===== src/shared/sdic_pkg.sv =====
// Summary of operation
// - step rises move; high at least 5 us
// - direction change during step high enters command
// - direction falling while step high arms decoder
// - command mode steps need 20 us, filterable
// - command recognition five seconds, then forwarding
// - command mode requested only in first window
// - forwarding routes step and direction straight through
// - command mode accepts commands alongside stepping
// - direction high is clockwise, polarity configurable
// - six selectable step resolutions
// - resolution resets to quarter step
// - limit and estop ignored until enabled
// - limit modes off, on, smart; polarity
// - joystick rate proportional, dead band, max rate
// - joystick following off after reset
// - slave address defaults 0x14, changeable
// - commands from step lines or I2C
// - coil fault disables power until reset
// - automatic power off with idle period
// - settings saved, reloaded at power-up
package sdic_pkg;
  // ==========================================================
  // timing
  localparam int unsigned CLK_MHZ = 100;
  localparam int unsigned PASS_MIN_NS = 5000;
  localparam int unsigned PASS_MIN_CYC = (PASS_MIN_NS * CLK_MHZ + 999) / 1000;
  localparam int unsigned CMD_MIN_NS = 20000;
  localparam int unsigned CMD_MIN_CYC = (CMD_MIN_NS * CLK_MHZ + 999) / 1000;
  localparam int unsigned WINDOW_S = 5;
  localparam int unsigned WINDOW_CYC = WINDOW_S * CLK_MHZ * 1000000;
  localparam int unsigned MS_CYC = CLK_MHZ * 1000;
  // ==========================================================
  // values after reset
  localparam logic [6:0] I2C_ADDR_RST = 7'h14;
  localparam logic [9:0] JOY_CENTER = 10'h200;
  // ==========================================================
  // types
  typedef enum logic [2:0] {
    SDIC_FULL = 3'h0,
    SDIC_WAVE = 3'h1,
    SDIC_HALF = 3'h2,
    SDIC_QUARTER = 3'h3,
    SDIC_EIGHTH = 3'h4,
    SDIC_SIXTEENTH = 3'h5
  } sdic_step_mode_t;
  typedef enum logic [1:0] {
    SDIC_LIM_OFF = 2'h0,
    SDIC_LIM_ON = 2'h1,
    SDIC_LIM_SMART = 2'h2
  } sdic_lim_t;
  typedef enum logic {
    SDIC_MODE_CMD = 1'h0,
    SDIC_MODE_PASS = 1'h1
  } sdic_mode_t;
  typedef struct packed {
    logic dir_inv;
    sdic_step_mode_t step_mode;
    sdic_lim_t lim_mode;
    logic lim_pol;
    logic estop_en;
    logic estop_pol;
    logic joy_en;
    logic [9:0] joy_db;
    logic [7:0] joy_rate;
    logic auto_off;
    logic [15:0] idle_ms;
    logic filt_en;
    logic [3:0] filt_loops;
  } sdic_cfg_t;
  typedef struct packed {
    logic fault;
    logic estop;
    logic limit;
    logic dir;
    logic step;
  } sdic_pins_t;
  localparam sdic_cfg_t CFG_RST = '{
    dir_inv: 1'h0, step_mode: SDIC_QUARTER, lim_mode: SDIC_LIM_OFF,
    lim_pol: 1'h0, estop_en: 1'h0, estop_pol: 1'h0, joy_en: 1'h0,
    joy_db: 10'h00C, joy_rate: 8'h50, auto_off: 1'h0, idle_ms: 16'h0000,
    filt_en: 1'h0, filt_loops: 4'h2};
endpackage : sdic_pkg


===== src/core/sdic_sync.sv =====
`timescale 1ns/1ps
// ============================================================
// pin synchroniser: three stages, output moves once 2nd and 3rd agree
module sdic_sync #(
  parameter int W = 5
) (
  input wire logic clock_i,
  input wire logic reset_i,
  input wire logic [W-1:0] d_i,
  output logic [W-1:0] q_o
);
  logic [W-1:0] s1;
  logic [W-1:0] s2;
  logic [W-1:0] s3;
  // the first stage feeds only the second
  always_ff @(posedge clock_i or posedge reset_i) begin
    if (reset_i) begin
      s1 <= '0;
      s2 <= '0;
      s3 <= '0;
    end else begin
      s1 <= d_i;
      s2 <= s1;
      s3 <= s2;
    end
  end
  // agreement filter rejects one-cycle disagreement
  for (genvar i = 0; i < W; i++) begin : g_bit
    always_ff @(posedge clock_i or posedge reset_i) begin
      if (reset_i) begin
        q_o[i] <= 1'b0;
      end else if (s2[i] == s3[i]) begin
        q_o[i] <= s3[i];
      end
    end
  end
endmodule : sdic_sync


===== src/core/sdic_top.sv =====
`timescale 1ns/1ps
module sdic_top #(
  parameter int unsigned WINDOW_CYC = sdic_pkg::WINDOW_CYC,
  parameter int unsigned MS_CYC = sdic_pkg::MS_CYC
) (
  input wire logic clock_i,
  input wire logic reset_i,
  input wire sdic_pkg::sdic_pins_t pins_i,
  input wire logic [9:0] joy_sample_i,
  input wire logic joy_valid_i,
  input wire logic cfg_wr_i,
  input wire sdic_pkg::sdic_cfg_t cfg_i,
  input wire logic cmd_on_i,
  input wire logic cmd_off_i,
  input wire logic addr_wr_i,
  input wire logic [6:0] addr_i,
  input wire logic i2c_valid_i,
  input wire logic [7:0] i2c_byte_i,
  input wire logic nvm_valid_i,
  input wire sdic_pkg::sdic_cfg_t nvm_cfg_i,
  input wire logic save_i,
  output logic i2c_ready_o,
  output logic motor_step_o,
  output logic motor_dir_o,
  output logic motor_en_o,
  output sdic_pkg::sdic_step_mode_t step_mode_o,
  output logic cmd_mode_o,
  output logic window_open_o,
  output logic cmd_armed_o,
  output logic short_pulse_o,
  output logic fault_o,
  output logic cmd_valid_o,
  output logic cmd_src_o,
  output logic [7:0] cmd_byte_o,
  output logic [6:0] i2c_addr_o,
  output logic nvm_read_o,
  output logic nvm_store_o,
  output sdic_pkg::sdic_cfg_t nvm_cfg_o
);
  // ==========================================================
  // input conditioning
  sdic_pkg::sdic_pins_t pin_s;
  sdic_pkg::sdic_cfg_t cfg;
  sdic_pkg::sdic_mode_t mode;
  logic step_q, dir_q, step_rise, step_fall, dir_fall, dir_chg;
  logic [15:0] hi_cnt, need;
  logic dir_moved, win_open, win_done, keep, armed, cmd_step;
  logic [31:0] win_cnt;
  logic [2:0] bit_cnt;
  logic [7:0] shreg;
  logic line_byte, cw, stop_now, lim_act, estop_act, lim_dir;
  logic [15:0] str_cnt;
  logic str_dir, joy_step, joy_dir, boot, fault_lat;
  logic [9:0] joy_exc;
  logic [23:0] joy_acc;
  logic [31:0] ms_cnt;
  logic [15:0] idle;

  sdic_sync #(.W(5)) u_sync (
    .clock_i(clock_i),
    .reset_i(reset_i),
    .d_i(pins_i),
    .q_o(pin_s)
  );

  // edges of the synchronised lines
  always_ff @(posedge clock_i or posedge reset_i) begin
    if (reset_i) begin
      step_q <= 1'b0;
      dir_q <= 1'b0;
    end else begin
      step_q <= pin_s.step;
      dir_q <= pin_s.dir;
    end
  end
  assign step_rise = pin_s.step & ~step_q;
  assign step_fall = ~pin_s.step & step_q;
  assign dir_fall = ~pin_s.dir & dir_q;
  assign dir_chg = pin_s.dir ^ dir_q;

  // ==========================================================
  // pulse width and direction stability
  always_ff @(posedge clock_i or posedge reset_i) begin
    if (reset_i) begin
      hi_cnt <= 16'h0000;
    end else if (step_rise) begin
      hi_cnt <= 16'h0001;
    end else if (pin_s.step && hi_cnt != 16'hFFFF) begin
      hi_cnt <= hi_cnt + 16'h0001;
    end
  end
  // direction must hold through the high level
  always_ff @(posedge clock_i or posedge reset_i) begin
    if (reset_i) begin
      dir_moved <= 1'b0;
    end else if (step_rise) begin
      dir_moved <= 1'b0;
    end else if (pin_s.step && dir_chg) begin
      dir_moved <= 1'b1;
    end
  end
  // filtering lengthens the accepted width by a loop count
  assign need = (cfg.filt_en && cfg.filt_loops != 4'h0)
                ? 16'(sdic_pkg::CMD_MIN_CYC * cfg.filt_loops)
                            : 16'(sdic_pkg::CMD_MIN_CYC);

  // ==========================================================
  // mode selection window
  assign win_done = win_open && (win_cnt == WINDOW_CYC - 1);
  always_ff @(posedge clock_i or posedge reset_i) begin
    if (reset_i) begin
      win_cnt <= 32'h00000000;
      win_open <= 1'b1;
    end else if (win_done) begin
      win_open <= 1'b0;
    end else if (win_open) begin
      win_cnt <= win_cnt + 32'h00000001;
    end
  end
  // a request to stay in command mode counts only inside the window
  always_ff @(posedge clock_i or posedge reset_i) begin
    if (reset_i) begin
      keep <= 1'b0;
    end else if (cmd_off_i) begin
      keep <= 1'b0;
    end else if (cmd_on_i && win_open) begin
      keep <= 1'b1;
    end
  end
  always_ff @(posedge clock_i or posedge reset_i) begin
    if (reset_i) begin
      mode <= sdic_pkg::SDIC_MODE_CMD;
    end else begin
      unique case (mode)
        sdic_pkg::SDIC_MODE_CMD: begin
          if (cmd_off_i || (win_done && !keep)) begin
            mode <= sdic_pkg::SDIC_MODE_PASS;
          end
        end
        sdic_pkg::SDIC_MODE_PASS: begin
          if (win_open && (cmd_on_i || (pin_s.step && dir_chg))) begin
            mode <= sdic_pkg::SDIC_MODE_CMD;
          end
        end
      endcase
    end
  end

  // ==========================================================
  // embedded command bytes on the step lines
  always_ff @(posedge clock_i or posedge reset_i) begin
    if (reset_i) begin
      armed <= 1'b0;
      bit_cnt <= 3'h0;
      shreg <= 8'h00;
    end else if (mode != sdic_pkg::SDIC_MODE_CMD) begin
      armed <= 1'b0;
      bit_cnt <= 3'h0;
    end else if (!armed && pin_s.step && dir_fall) begin
      armed <= 1'b1;
      bit_cnt <= 3'h0;
    end else if (armed && step_rise) begin
      shreg <= {shreg[6:0], pin_s.dir};
      bit_cnt <= bit_cnt + 3'h1;
      if (bit_cnt == 3'h7) begin
        armed <= 1'b0;
      end
    end
  end
  assign line_byte = armed && step_rise && bit_cnt == 3'h7;
  // line bytes win; the I2C source is stalled in that cycle
  assign i2c_ready_o = ~line_byte;
  always_ff @(posedge clock_i or posedge reset_i) begin
    if (reset_i) begin
      cmd_valid_o <= 1'b0;
      cmd_src_o <= 1'b0;
      cmd_byte_o <= 8'h00;
    end else begin
      cmd_valid_o <= line_byte || i2c_valid_i;
      if (line_byte) begin
        cmd_src_o <= 1'b0;
        cmd_byte_o <= {shreg[6:0], pin_s.dir};
      end else if (i2c_valid_i) begin
        cmd_src_o <= 1'b1;
        cmd_byte_o <= i2c_byte_i;
      end
    end
  end
  // a qualified step in command mode is issued at the falling edge
  assign cmd_step = (mode == sdic_pkg::SDIC_MODE_CMD) && step_fall && !armed
                    && !dir_moved && hi_cnt >= need;
  // too-short pulses in forwarding mode are flagged, still forwarded
  always_ff @(posedge clock_i or posedge reset_i) begin
    if (reset_i) begin
      short_pulse_o <= 1'b0;
    end else begin
      short_pulse_o <= step_fall && mode == sdic_pkg::SDIC_MODE_PASS
                       && hi_cnt < 16'(sdic_pkg::PASS_MIN_CYC);
    end
  end

  // ==========================================================
  // limit and emergency stop
  function automatic logic blocks(input logic go_cw, input logic l_act,
                                  input logic e_act, input logic l_dir,
                                  input sdic_pkg::sdic_lim_t lm);
    blocks = e_act || (l_act && (lm == sdic_pkg::SDIC_LIM_ON
             || (lm == sdic_pkg::SDIC_LIM_SMART && go_cw == l_dir)));
  endfunction : blocks
  assign lim_act = (pin_s.limit ^ cfg.lim_pol) && cfg.lim_mode != sdic_pkg::SDIC_LIM_OFF;
  assign estop_act = (pin_s.estop ^ cfg.estop_pol) && cfg.estop_en;
  assign cw = pin_s.dir ^ cfg.dir_inv;
  assign stop_now = blocks(cw, lim_act, estop_act, lim_dir, cfg.lim_mode);
  // smart mode remembers the heading that ran into the switch
  always_ff @(posedge clock_i or posedge reset_i) begin
    if (reset_i) begin
      lim_dir <= 1'b0;
    end else if (!lim_act) begin
      lim_dir <= motor_dir_o;
    end
  end

  // ==========================================================
  // joystick rate generator
  always_ff @(posedge clock_i or posedge reset_i) begin
    if (reset_i) begin
      joy_exc <= 10'h000;
      joy_dir <= 1'b0;
    end else if (!cfg.joy_en) begin
      joy_exc <= 10'h000;
    end else if (joy_valid_i) begin
      joy_dir <= joy_sample_i >= sdic_pkg::JOY_CENTER;
      if (joy_sample_i >= sdic_pkg::JOY_CENTER) begin
        joy_exc <= (joy_sample_i - sdic_pkg::JOY_CENTER > cfg.joy_db)
                   ? joy_sample_i - sdic_pkg::JOY_CENTER - cfg.joy_db : 10'h000;
      end else begin
        joy_exc <= (sdic_pkg::JOY_CENTER - joy_sample_i > cfg.joy_db)
                   ? sdic_pkg::JOY_CENTER - joy_sample_i - cfg.joy_db : 10'h000;
      end
    end
  end
  // phase accumulator: rate follows offset times the programmed maximum
  always_ff @(posedge clock_i or posedge reset_i) begin
    if (reset_i) begin
      joy_acc <= 24'h000000;
      joy_step <= 1'b0;
    end else begin
      {joy_step, joy_acc} <= {1'b0, joy_acc} + 25'(joy_exc * cfg.joy_rate);
    end
  end

  // ==========================================================
  // step output and pulse stretcher
  always_ff @(posedge clock_i or posedge reset_i) begin
    if (reset_i) begin
      str_cnt <= 16'h0000;
      str_dir <= 1'b0;
    end else if (str_cnt != 16'h0000) begin
      str_cnt <= str_cnt - 16'h0001;
    end else if (cmd_step && !stop_now) begin
      str_cnt <= 16'(sdic_pkg::PASS_MIN_CYC);
      str_dir <= cw;
    end else if (joy_step && cfg.joy_en && !pin_s.step
                 && !blocks(joy_dir, lim_act, estop_act, lim_dir, cfg.lim_mode)) begin
      str_cnt <= 16'(sdic_pkg::PASS_MIN_CYC);
      str_dir <= joy_dir;
    end
  end
  // forwarding passes the line through; stretched pulses hold direction
  always_ff @(posedge clock_i or posedge reset_i) begin
    if (reset_i) begin
      motor_step_o <= 1'b0;
      motor_dir_o <= 1'b0;
    end else if (str_cnt != 16'h0000) begin
      motor_step_o <= 1'b1;
      motor_dir_o <= str_dir;
    end else if (mode == sdic_pkg::SDIC_MODE_PASS) begin
      motor_step_o <= pin_s.step && !stop_now;
      motor_dir_o <= cw;
    end else begin
      motor_step_o <= 1'b0;
      motor_dir_o <= cw;
    end
  end

  // ==========================================================
  // power stage enable: fault latch and idle shut-off
  always_ff @(posedge clock_i or posedge reset_i) begin
    if (reset_i) begin
      fault_lat <= 1'b0;
    end else if (pin_s.fault) begin
      fault_lat <= 1'b1;
    end
  end
  always_ff @(posedge clock_i or posedge reset_i) begin
    if (reset_i) begin
      ms_cnt <= 32'h00000000;
      idle <= 16'h0000;
    end else if (motor_step_o) begin
      ms_cnt <= 32'h00000000;
      idle <= 16'h0000;
    end else if (ms_cnt == MS_CYC - 1) begin
      ms_cnt <= 32'h00000000;
      if (idle != 16'hFFFF) begin
        idle <= idle + 16'h0001;
      end
    end else begin
      ms_cnt <= ms_cnt + 32'h00000001;
    end
  end
  assign motor_en_o = !fault_lat && !(cfg.auto_off && idle >= cfg.idle_ms);
  assign fault_o = fault_lat;

  // ==========================================================
  // settings, address and non-volatile store
  always_ff @(posedge clock_i or posedge reset_i) begin
    if (reset_i) begin
      cfg <= sdic_pkg::CFG_RST;
    end else if (cfg_wr_i) begin
      cfg <= cfg_i;
    end else if (nvm_valid_i) begin
      cfg <= nvm_cfg_i;
    end
  end
  always_ff @(posedge clock_i or posedge reset_i) begin
    if (reset_i) begin
      i2c_addr_o <= sdic_pkg::I2C_ADDR_RST;
    end else if (addr_wr_i) begin
      i2c_addr_o <= addr_i;
    end
  end
  // one read request right after reset reloads the stored settings
  always_ff @(posedge clock_i or posedge reset_i) begin
    if (reset_i) begin
      boot <= 1'b1;
      nvm_read_o <= 1'b0;
      nvm_store_o <= 1'b0;
      nvm_cfg_o <= sdic_pkg::CFG_RST;
    end else begin
      boot <= 1'b0;
      nvm_read_o <= boot;
      nvm_store_o <= save_i;
      if (save_i) begin
        nvm_cfg_o <= cfg;
      end
    end
  end
  assign step_mode_o = cfg.step_mode;
  assign cmd_mode_o = mode == sdic_pkg::SDIC_MODE_CMD;
  assign window_open_o = win_open;
  assign cmd_armed_o = armed;
endmodule : sdic_top


===== config.mk =====
export PLATFORM = sky130hd
export DESIGN_NAME = sdic_top
export DESIGN_NICKNAME = d
export VERILOG_FILES = /design/src/shared/sdic_pkg.sv /design/src/core/sdic_sync.sv /design/src/core/sdic_top.sv
export SDC_FILE = /design/constraint.sdc
export NUM_CORES = 1
export LEC_CHECK = 0
export BUFFER_PORTS_ARGS = -buffer_cell sky130_fd_sc_hd__clkbuf_2
export CAP_MARGIN = 20
export CORE_MARGIN = 3
export CORE_UTILIZATION = 60
export CTS_BUF_LIST = sky130_fd_sc_hd__clkbuf_4
export DETAILED_ROUTE_END_ITERATION = 7
export PLACE_DENSITY = 0.82
export SYNTH_ARGS = -nofsm -noshare
export SYNTH_HDL_FRONTEND = slang
export SYNTH_SLANG_ARGS = --single-unit

===== constraint.sdc =====
create_clock -name clock_i -period 21.9 [get_ports clock_i]
set_input_delay 1.095 -clock clock_i [delete_from_list [all_inputs] [get_ports clock_i]]
set_output_delay 1.095 -clock clock_i [all_outputs]
set_load 0.03 [all_outputs]

# Word-level counts from Yosys, hierarchy flattened
# Cells that the tools add are included.
# W data, S select, Z words.
# totals
regBits,311
inputBits,140
# op_classes
n_addsub,11
multipliers,2
magnitude_cmp,6
eq_ne,15
muxes,41
n_bitwise,15
n_reduce_logical,65
# op_table
cell,count
$mux W16,8
$mux W50,2
$add A32 B1 Y32 const B,2
$mux W32,2
$mux W10,5
$add A16 B1 Y16 const B,2
$eq A32 B17 Y1 const B,1
$eq A32 B29 Y1 const B,1
$ne A16 B16 Y1 const B,2
$logic_and A1 B1 Y1,30
$add A24 B18 Y25,1
$gt A10 B10 Y1,2
$sub A10 B10 Y10,2
$mul A10 B8 Y18,1
$reduce_bool A2 Y1,9
$mux W1,17
$ge A16 B15 Y1,1
$ge A16 B16 Y1,1
$lt A16 B9 Y1 const B,1
$mux W8,2
$reduce_bool A16 Y1,1
$sub A16 B1 Y16 const B,1
$mux W15,1
$mul A7 B4 Y11 const A,1
20 further kinds,59

# Logic depth before layout (Yosys ltp)
# logic_depth
word_depth,10
depth_mapped,19
mapped_depth_nobuf,19

# By module
# Synthesis repeated with hierarchy kept, for this count alone.
# hier_totals
hier_cells,1825
area_unflattened_um2,18544.0
# modules_own_cells
mod,instances,cells_each,area_per_inst_um2,seq_area_each_um2
sdic_top,1,1799,17983.5,7304.5
sdic_sync,1,26,560.5,500.5

# Least setup slack after synthesis
# Ideal clock, no wire load.
# synth_timing
path_kind,register to register
startpoint,register cfg[26] (netlist bit)
endpoint,register joy_acc[23]
setup_ns,0.125
arrival_ns,4.851
required_ns,21.775
path_slack_ns,16.924
stages_incl_launch_ff,18
synth_period_minus_slack_ns,4.976
path_cell_list,dfstp_2 -> clkbuf_1 -> nand2_1 -> fa_1 -> inv_1 -> fa_1 -> fa_1 -> inv_1 -> fa_1 -> inv_1 -> ha_1 -> a21oi_2 -> o21bai_1 -> a221o_1 -> or4_1 -> a31oi_1 -> nor2_1 -> xor2_1
# synth_via
elab_chain_len,2
# synth_rtl
element,line_no,source
from (decl),sdic_top.sv:43,sdic_pkg::sdic_cfg_t cfg;
from (signal assigned),sdic_top.sv:318,cfg <= sdic_pkg::CFG_RST;
from (signal assigned),sdic_top.sv:320,cfg <= cfg_i;
from (signal assigned),sdic_top.sv:322,cfg <= nvm_cfg_i;
$mul A10 B8 Y18,sdic_top.sv:248,"{joy_step, joy_acc} <= {1'b0, joy_acc} + 25'(joy_exc * cfg.joy_rate);"
$add A24 B18 Y25,sdic_top.sv:248,
to (signal assigned),sdic_top.sv:248,
to (decl),sdic_top.sv:55,logic [23:0] joy_acc;
# Every way passes these cells.
# A chain may end at the register's enable or synchronous reset.

# Final worst setup path
# layout_timing
startpoint,register cfg[2] (netlist bit)
endpoint,register str_cnt[0]
# layout_via
elab_chain_len,8
word_cells_on_any_way,10
cone_classes,mul: 1; order compare: 1; mux: 3; reduce/logical: 5
# layout_rtl
element,line_no,source
"parallel branches: the longest is 2 deep, another holds $mul A7 B4 Y11",-,
$mux W15 *,sdic_top.sv:104,? 16'(sdic_pkg::CMD_MIN_CYC * cfg.filt_loops)
$ge A16 B15 Y1 *,sdic_top.sv:191,&& !dir_moved && hi_cnt >= need;
$logic_and A1 B1 Y1 *,sdic_top.sv:191,
$logic_and A1 B1 Y1 *,sdic_top.sv:260,end else if (cmd_step && !stop_now) begin
$mux W16,sdic_top.sv:260,
$mux W16,sdic_top.sv:258,end else if (str_cnt != 16'h0000) begin
to (signal assigned),sdic_top.sv:259,str_cnt <= str_cnt - 16'h0001;
to (signal assigned),sdic_top.sv:261,str_cnt <= 16'(sdic_pkg::PASS_MIN_CYC);
to (signal assigned),sdic_top.sv:265,str_cnt <= 16'(sdic_pkg::PASS_MIN_CYC);
to (decl),sdic_top.sv:52,logic [15:0] str_cnt;
# Every way passes the cells marked *.

==> flow_results.org <==
** Final layout
- Fillers :: 2224
- Commonest non-fill, non-tap cell in the layout :: sky130_fd_sc_hd__dfrtp_1
- Compared with the post-synthesis result, the final layout area differs by 13.8%.
- Leading cell types in the layout, fill and taps excluded :: 293 x sky130_fd_sc_hd__dfrtp_1, 218 x sky130_fd_sc_hd__clkbuf_2, 187 x sky130_fd_sc_hd__inv_1
- Final cell area excluding filler cells :: 21100 um2
- Ratio of cells with drive above 1 in the final layout :: a little over a fifth
- Final net count :: approximately 2400
- Footprint of the multi-input gates :: 9740 um2
- Register cell area after layout :: 7800 um2

** Synth
- Count of flip-flops with a built-in enable after synthesis :: 0
- Unique cell type count in the Yosys netlist :: 70
- Proportion of register bits with asynchronous set or reset after synthesis :: 100%
- The mapped netlist covers 18500 um2.
- A synthesized cell averages between 10 and 15 um2.
- Top_reg_cell synth :: sky130_fd_sc_hd__dfrtp_1
- For this run, the number of Yosys warnings is 0.
- Synthesis produced a netlist whose cell count is 1830.
- Counting flops and latches in the post-synthesis netlist gives 311.
- Counting every net in the synthesized netlist gives 2159.
- The share of the Yosys chip area taken by registers is roughly 42%.

** Worst setup path
- Counting stages on the worst path, the most repeated cell is sky130_fd_sc_hd__a21oi_1.
- Register-to-Register Setup Slack :: 16.81 ns
- Data on the critical path is required at its endpoint by about 23 ns.
- Worst R2R Path Depth :: 19
- The worst register-to-register path begins at cfg[2].
- Slowest CP cell :: sky130_fd_sc_hd__fa_1
- Worst Setup Path Type :: reg2reg
- CP Cell Sequence :: fa_1 > inv_1 > fa_1 > inv_1 > ha_1 > a21oi_1 > nand2b_1 > a21oi_1 > o41a_1 > xor2_1 > nand2_1 > ha_1 > and4b_1 > o211ai_1 > a21oi_1 > o31ai_1 > o21ai_0 > nor2_1 > mux2_2
- Worst stage delay on the critical path :: 0.62 ns
- Crit path arrival time :: approximately 5.8 ns
- Crit path capture type :: register
- Terminus of the critical flop-to-flop path :: str_cnt[0]
- STA classifies the critical path startpoint as a register.
- Maximum fanout along the worst path :: 8

** Global route
- Total GRT Usage :: 26.0%
- Via count of the first global-routing pass :: 14600
- Total global routing overflow :: 0
- Antenna violations before repair :: 1
- Pin count of the biggest net entering global routing :: about 170
- First-pass GRT wire length :: approximately 71000 um

** Power and ir drop
- Power after layout :: 1.87 mW
- In this run the power density over the cells is 88.9 nW/um2.
- VDD sags by at most 0.0603 mV.
- Total leakage power :: about 10 nW

** Placement
- Buffers placed on the I/O ports in this run total 220.
- Placed wire-length estimate after detailed placement :: between 30000 and 40000 um
- Post-placement cell area :: about 20000 um2
- RePlAce Congestion :: 0.877

** CTS
- Post-CTS Hold Buffers :: 0
- The H-tree generated during clock tree synthesis spans 3 levels.
- Once the clock tree was built, the setup fixing pass inserted 0 buffers.
- CTS placed an instance of sky130_fd_sc_hd__clkbuf_4 at the clock tree root.
- The tree built by TritonCTS fans out to 311 sinks.
- Number of CTS-inserted buffers :: 81
- TritonCTS clock tree :: done
- Counting along the longest clock path gives a buffer depth of 3.
- After clock tree synthesis, the clock-pin slew on the worst setup and hold paths is about 0.070 ns.
- Gates resized during post-CTS repair numbered 0.
- Clock latency on the worst-skew pair, taken at its later pin, is 0.73 ns.

** Timing
- After routing, the total negative slack on setup checks comes to 0 ns.
- Slew of the pin with the lowest slew margin :: ~1.0 ns
- Setup repair after global routing left no endpoint under its margin.
- Achievable frequency :: 0.196 GHz
- Remaining max-slew budget at the tightest pin :: 32.8%
- Share of the clock period used by the worst path :: between 20% and 30%
- The number of endpoints with negative hold slack in the final report was 0.
- Final Critical Period :: about 5.1 ns
- Worst clock skew :: 0.0368 ns
- Final setup viols :: 0
- The max-slew violation count is 0.
- Across all hold checks on the routed design, the worst slack comes to 0.343 ns.

** Floorplanning
- The die covers 33000 um2.
- Effective utilization at floorplan :: 61.6%
- Core area :: 30000 um2
- Top-level port count :: 221
- X dimension of the die :: approximately 180 um
- Number of cell rows :: between 60 and 70
- Measured along the y axis, the die boundary spans 182 um.

** Route
- After detailed routing, the average wire length per cell comes to 16.8 um.
- Before antenna repair, the detailed router went through 5 iterations.
- For this block, the routed nets add up to 42600 um of wire.
- In the routed design, unresolved DRC markers number 0.
- DRC marker count from the first detailed-route iteration :: 772
- Using the TritonRoute via totals, the vias-per-cell ratio works out to 5.59.
- Via count :: 14200
- In this run the remaining antenna-violating nets after routing total 0.

** Hold path
- The worst hold path was traced through 0 stages.
- Worst hold-check path type :: reg2reg
- Source of the worst hold timing path :: u_sync.s1[4]
- Sink of the worst hold path :: u_sync.s2[4]

** Run
- # Max-Cap Violations :: 0

** Status
- The run finished with clean final reports.
[worst max-delay path: cells and delay by family, from the launching register on]
kind	cells	cell delay, ns
AND/OR/NAND/NOR	4	0.86
multiplexers	1	0.23
adder cells (fa/ha/maj)	4	1.74
XOR/XNOR	1	0.17
buffers and inverters	2	0.15
flip-flops	1	0.50
AO/OA/AOI/OAI	7	1.37
[registers in the layout, indices dropped and copies added, names as in the netlist, 8 cells and up]
signal,count
cfg,47
str_cnt,16
hi_cnt,16
cmd_byte_o,8
ms_cnt,32
nvm_cfg_o,50
joy_acc,24
idle,16
joy_exc,10
win_cnt,32
[power breakdown]
group / internal, mW / total, mW / switching [mW]
clock: 0.315 / 0.567 / 0.251
combinational: 0.250 / 0.600 / 0.350
sequential: 0.647 / 0.705 / 0.0581
total: 1.21 / 1.87 / 0.659
[metrics by stage]
step | cells | utilization, % | setup slack, ns
finish | 2532 | 70.1 | 16.81
global route | 2532 | 70.1 | 16.52
CTS | 2531 | 70.1 | 16.79
detailed placement | 2381 | 66.2 | 16.80
global placement | 2381 | 66.2 | 16.88
floorplan | 1830 | - | 12.23
[how the worst max path moves through the flow]
stage                       start     endpoint  slack, ns  cells past startpoint
final                      cfg[2]   str_cnt[0]      16.81                     19
after global routing       cfg[2]   str_cnt[0]      16.52                     19
after CTS                 cfg[26]  joy_acc[23]      16.79                     16
after detailed placement  cfg[26]  joy_acc[23]      16.80                     16
after global placement    cfg[26]  joy_acc[23]      16.88                     16
after floorplan           reset_i   bit_cnt[0]      12.23                      1
[kinds of logic (layout without fill, tap and decap cells)]
logic type,after synthesis,in the layout,synth area share (%)
simple gates,573,573,15.1
compound gates,233,233,7.50
buf+inv,250,561,5.21
fa+ha+maj,194,194,16.0
mux,129,129,7.44
xor+xnor,139,139,6.58
flops,311,311,42.2
other cells,1,2,0.0203
[area by class of cell]
cell class / instances / share of cell area [%]
clock inverters: 28 / 1.19
clock buffers: 122 / 4.35
multi-input cells: 1269 / 46.3
inverters: 188 / 3.39
diodes: 1 / 0.0119
well taps: 390 / 2.32
flip-flops and latches: 311 / 37.1
repair buffers: 223 / 5.42
[routing by layer]
layer / GRT usage [%] / share of wire, %
met1: 32.8 / 41
met2: 43.8 / 50
met3: 5.51 / 5.2
met4: 10.5 / 3.6
met5: 0 / 0
[cell usage after synthesis (5+ instances only)]
cell type                    n  area share, %
sky130_fd_sc_hd__clkbuf_1   48           0.97
sky130_fd_sc_hd__nor3b_1     5           0.20
sky130_fd_sc_hd__or2_2       5           0.17
sky130_fd_sc_hd__or4_1       8           0.32
sky130_fd_sc_hd__nand3_1    48            1.3
sky130_fd_sc_hd__ha_1      116            7.8
sky130_fd_sc_hd__nor2_1    138            2.8
sky130_fd_sc_hd__nand4_1    27           0.91
sky130_fd_sc_hd__or3_1       9           0.30
sky130_fd_sc_hd__buf_1       7           0.14
sky130_fd_sc_hd__xor2_1     64            3.0
sky130_fd_sc_hd__and2_1     40            1.4
sky130_fd_sc_hd__o21ai_0    93            2.5
sky130_fd_sc_hd__nor2b_1    12           0.41
sky130_fd_sc_hd__xnor2_1    75            3.5
sky130_fd_sc_hd__dfrtp_1   293             40
sky130_fd_sc_hd__and4_1      9           0.43
sky130_fd_sc_hd__nand2_1   186            3.8
sky130_fd_sc_hd__mux2i_1    60            3.2
sky130_fd_sc_hd__dfstp_2    18            2.6
sky130_fd_sc_hd__a31oi_1     5           0.17
sky130_fd_sc_hd__a21oi_1    64            1.7
sky130_fd_sc_hd__nand2b_1   13           0.44
sky130_fd_sc_hd__mux2_2     68            4.1
sky130_fd_sc_hd__and3_1     20           0.68
sky130_fd_sc_hd__inv_1     188            3.8
sky130_fd_sc_hd__a21o_1     10           0.41
sky130_fd_sc_hd__maj3_1      5           0.27
sky130_fd_sc_hd__a22oi_1     7           0.28
sky130_fd_sc_hd__fa_1       73            7.9
sky130_fd_sc_hd__o31ai_1     9           0.37
sky130_fd_sc_hd__nor3_1     23           0.62
sky130_fd_sc_hd__o21a_1     11           0.45
sky130_fd_sc_hd__nor4_1     15           0.51
Power figures use the tool's default switching activity.
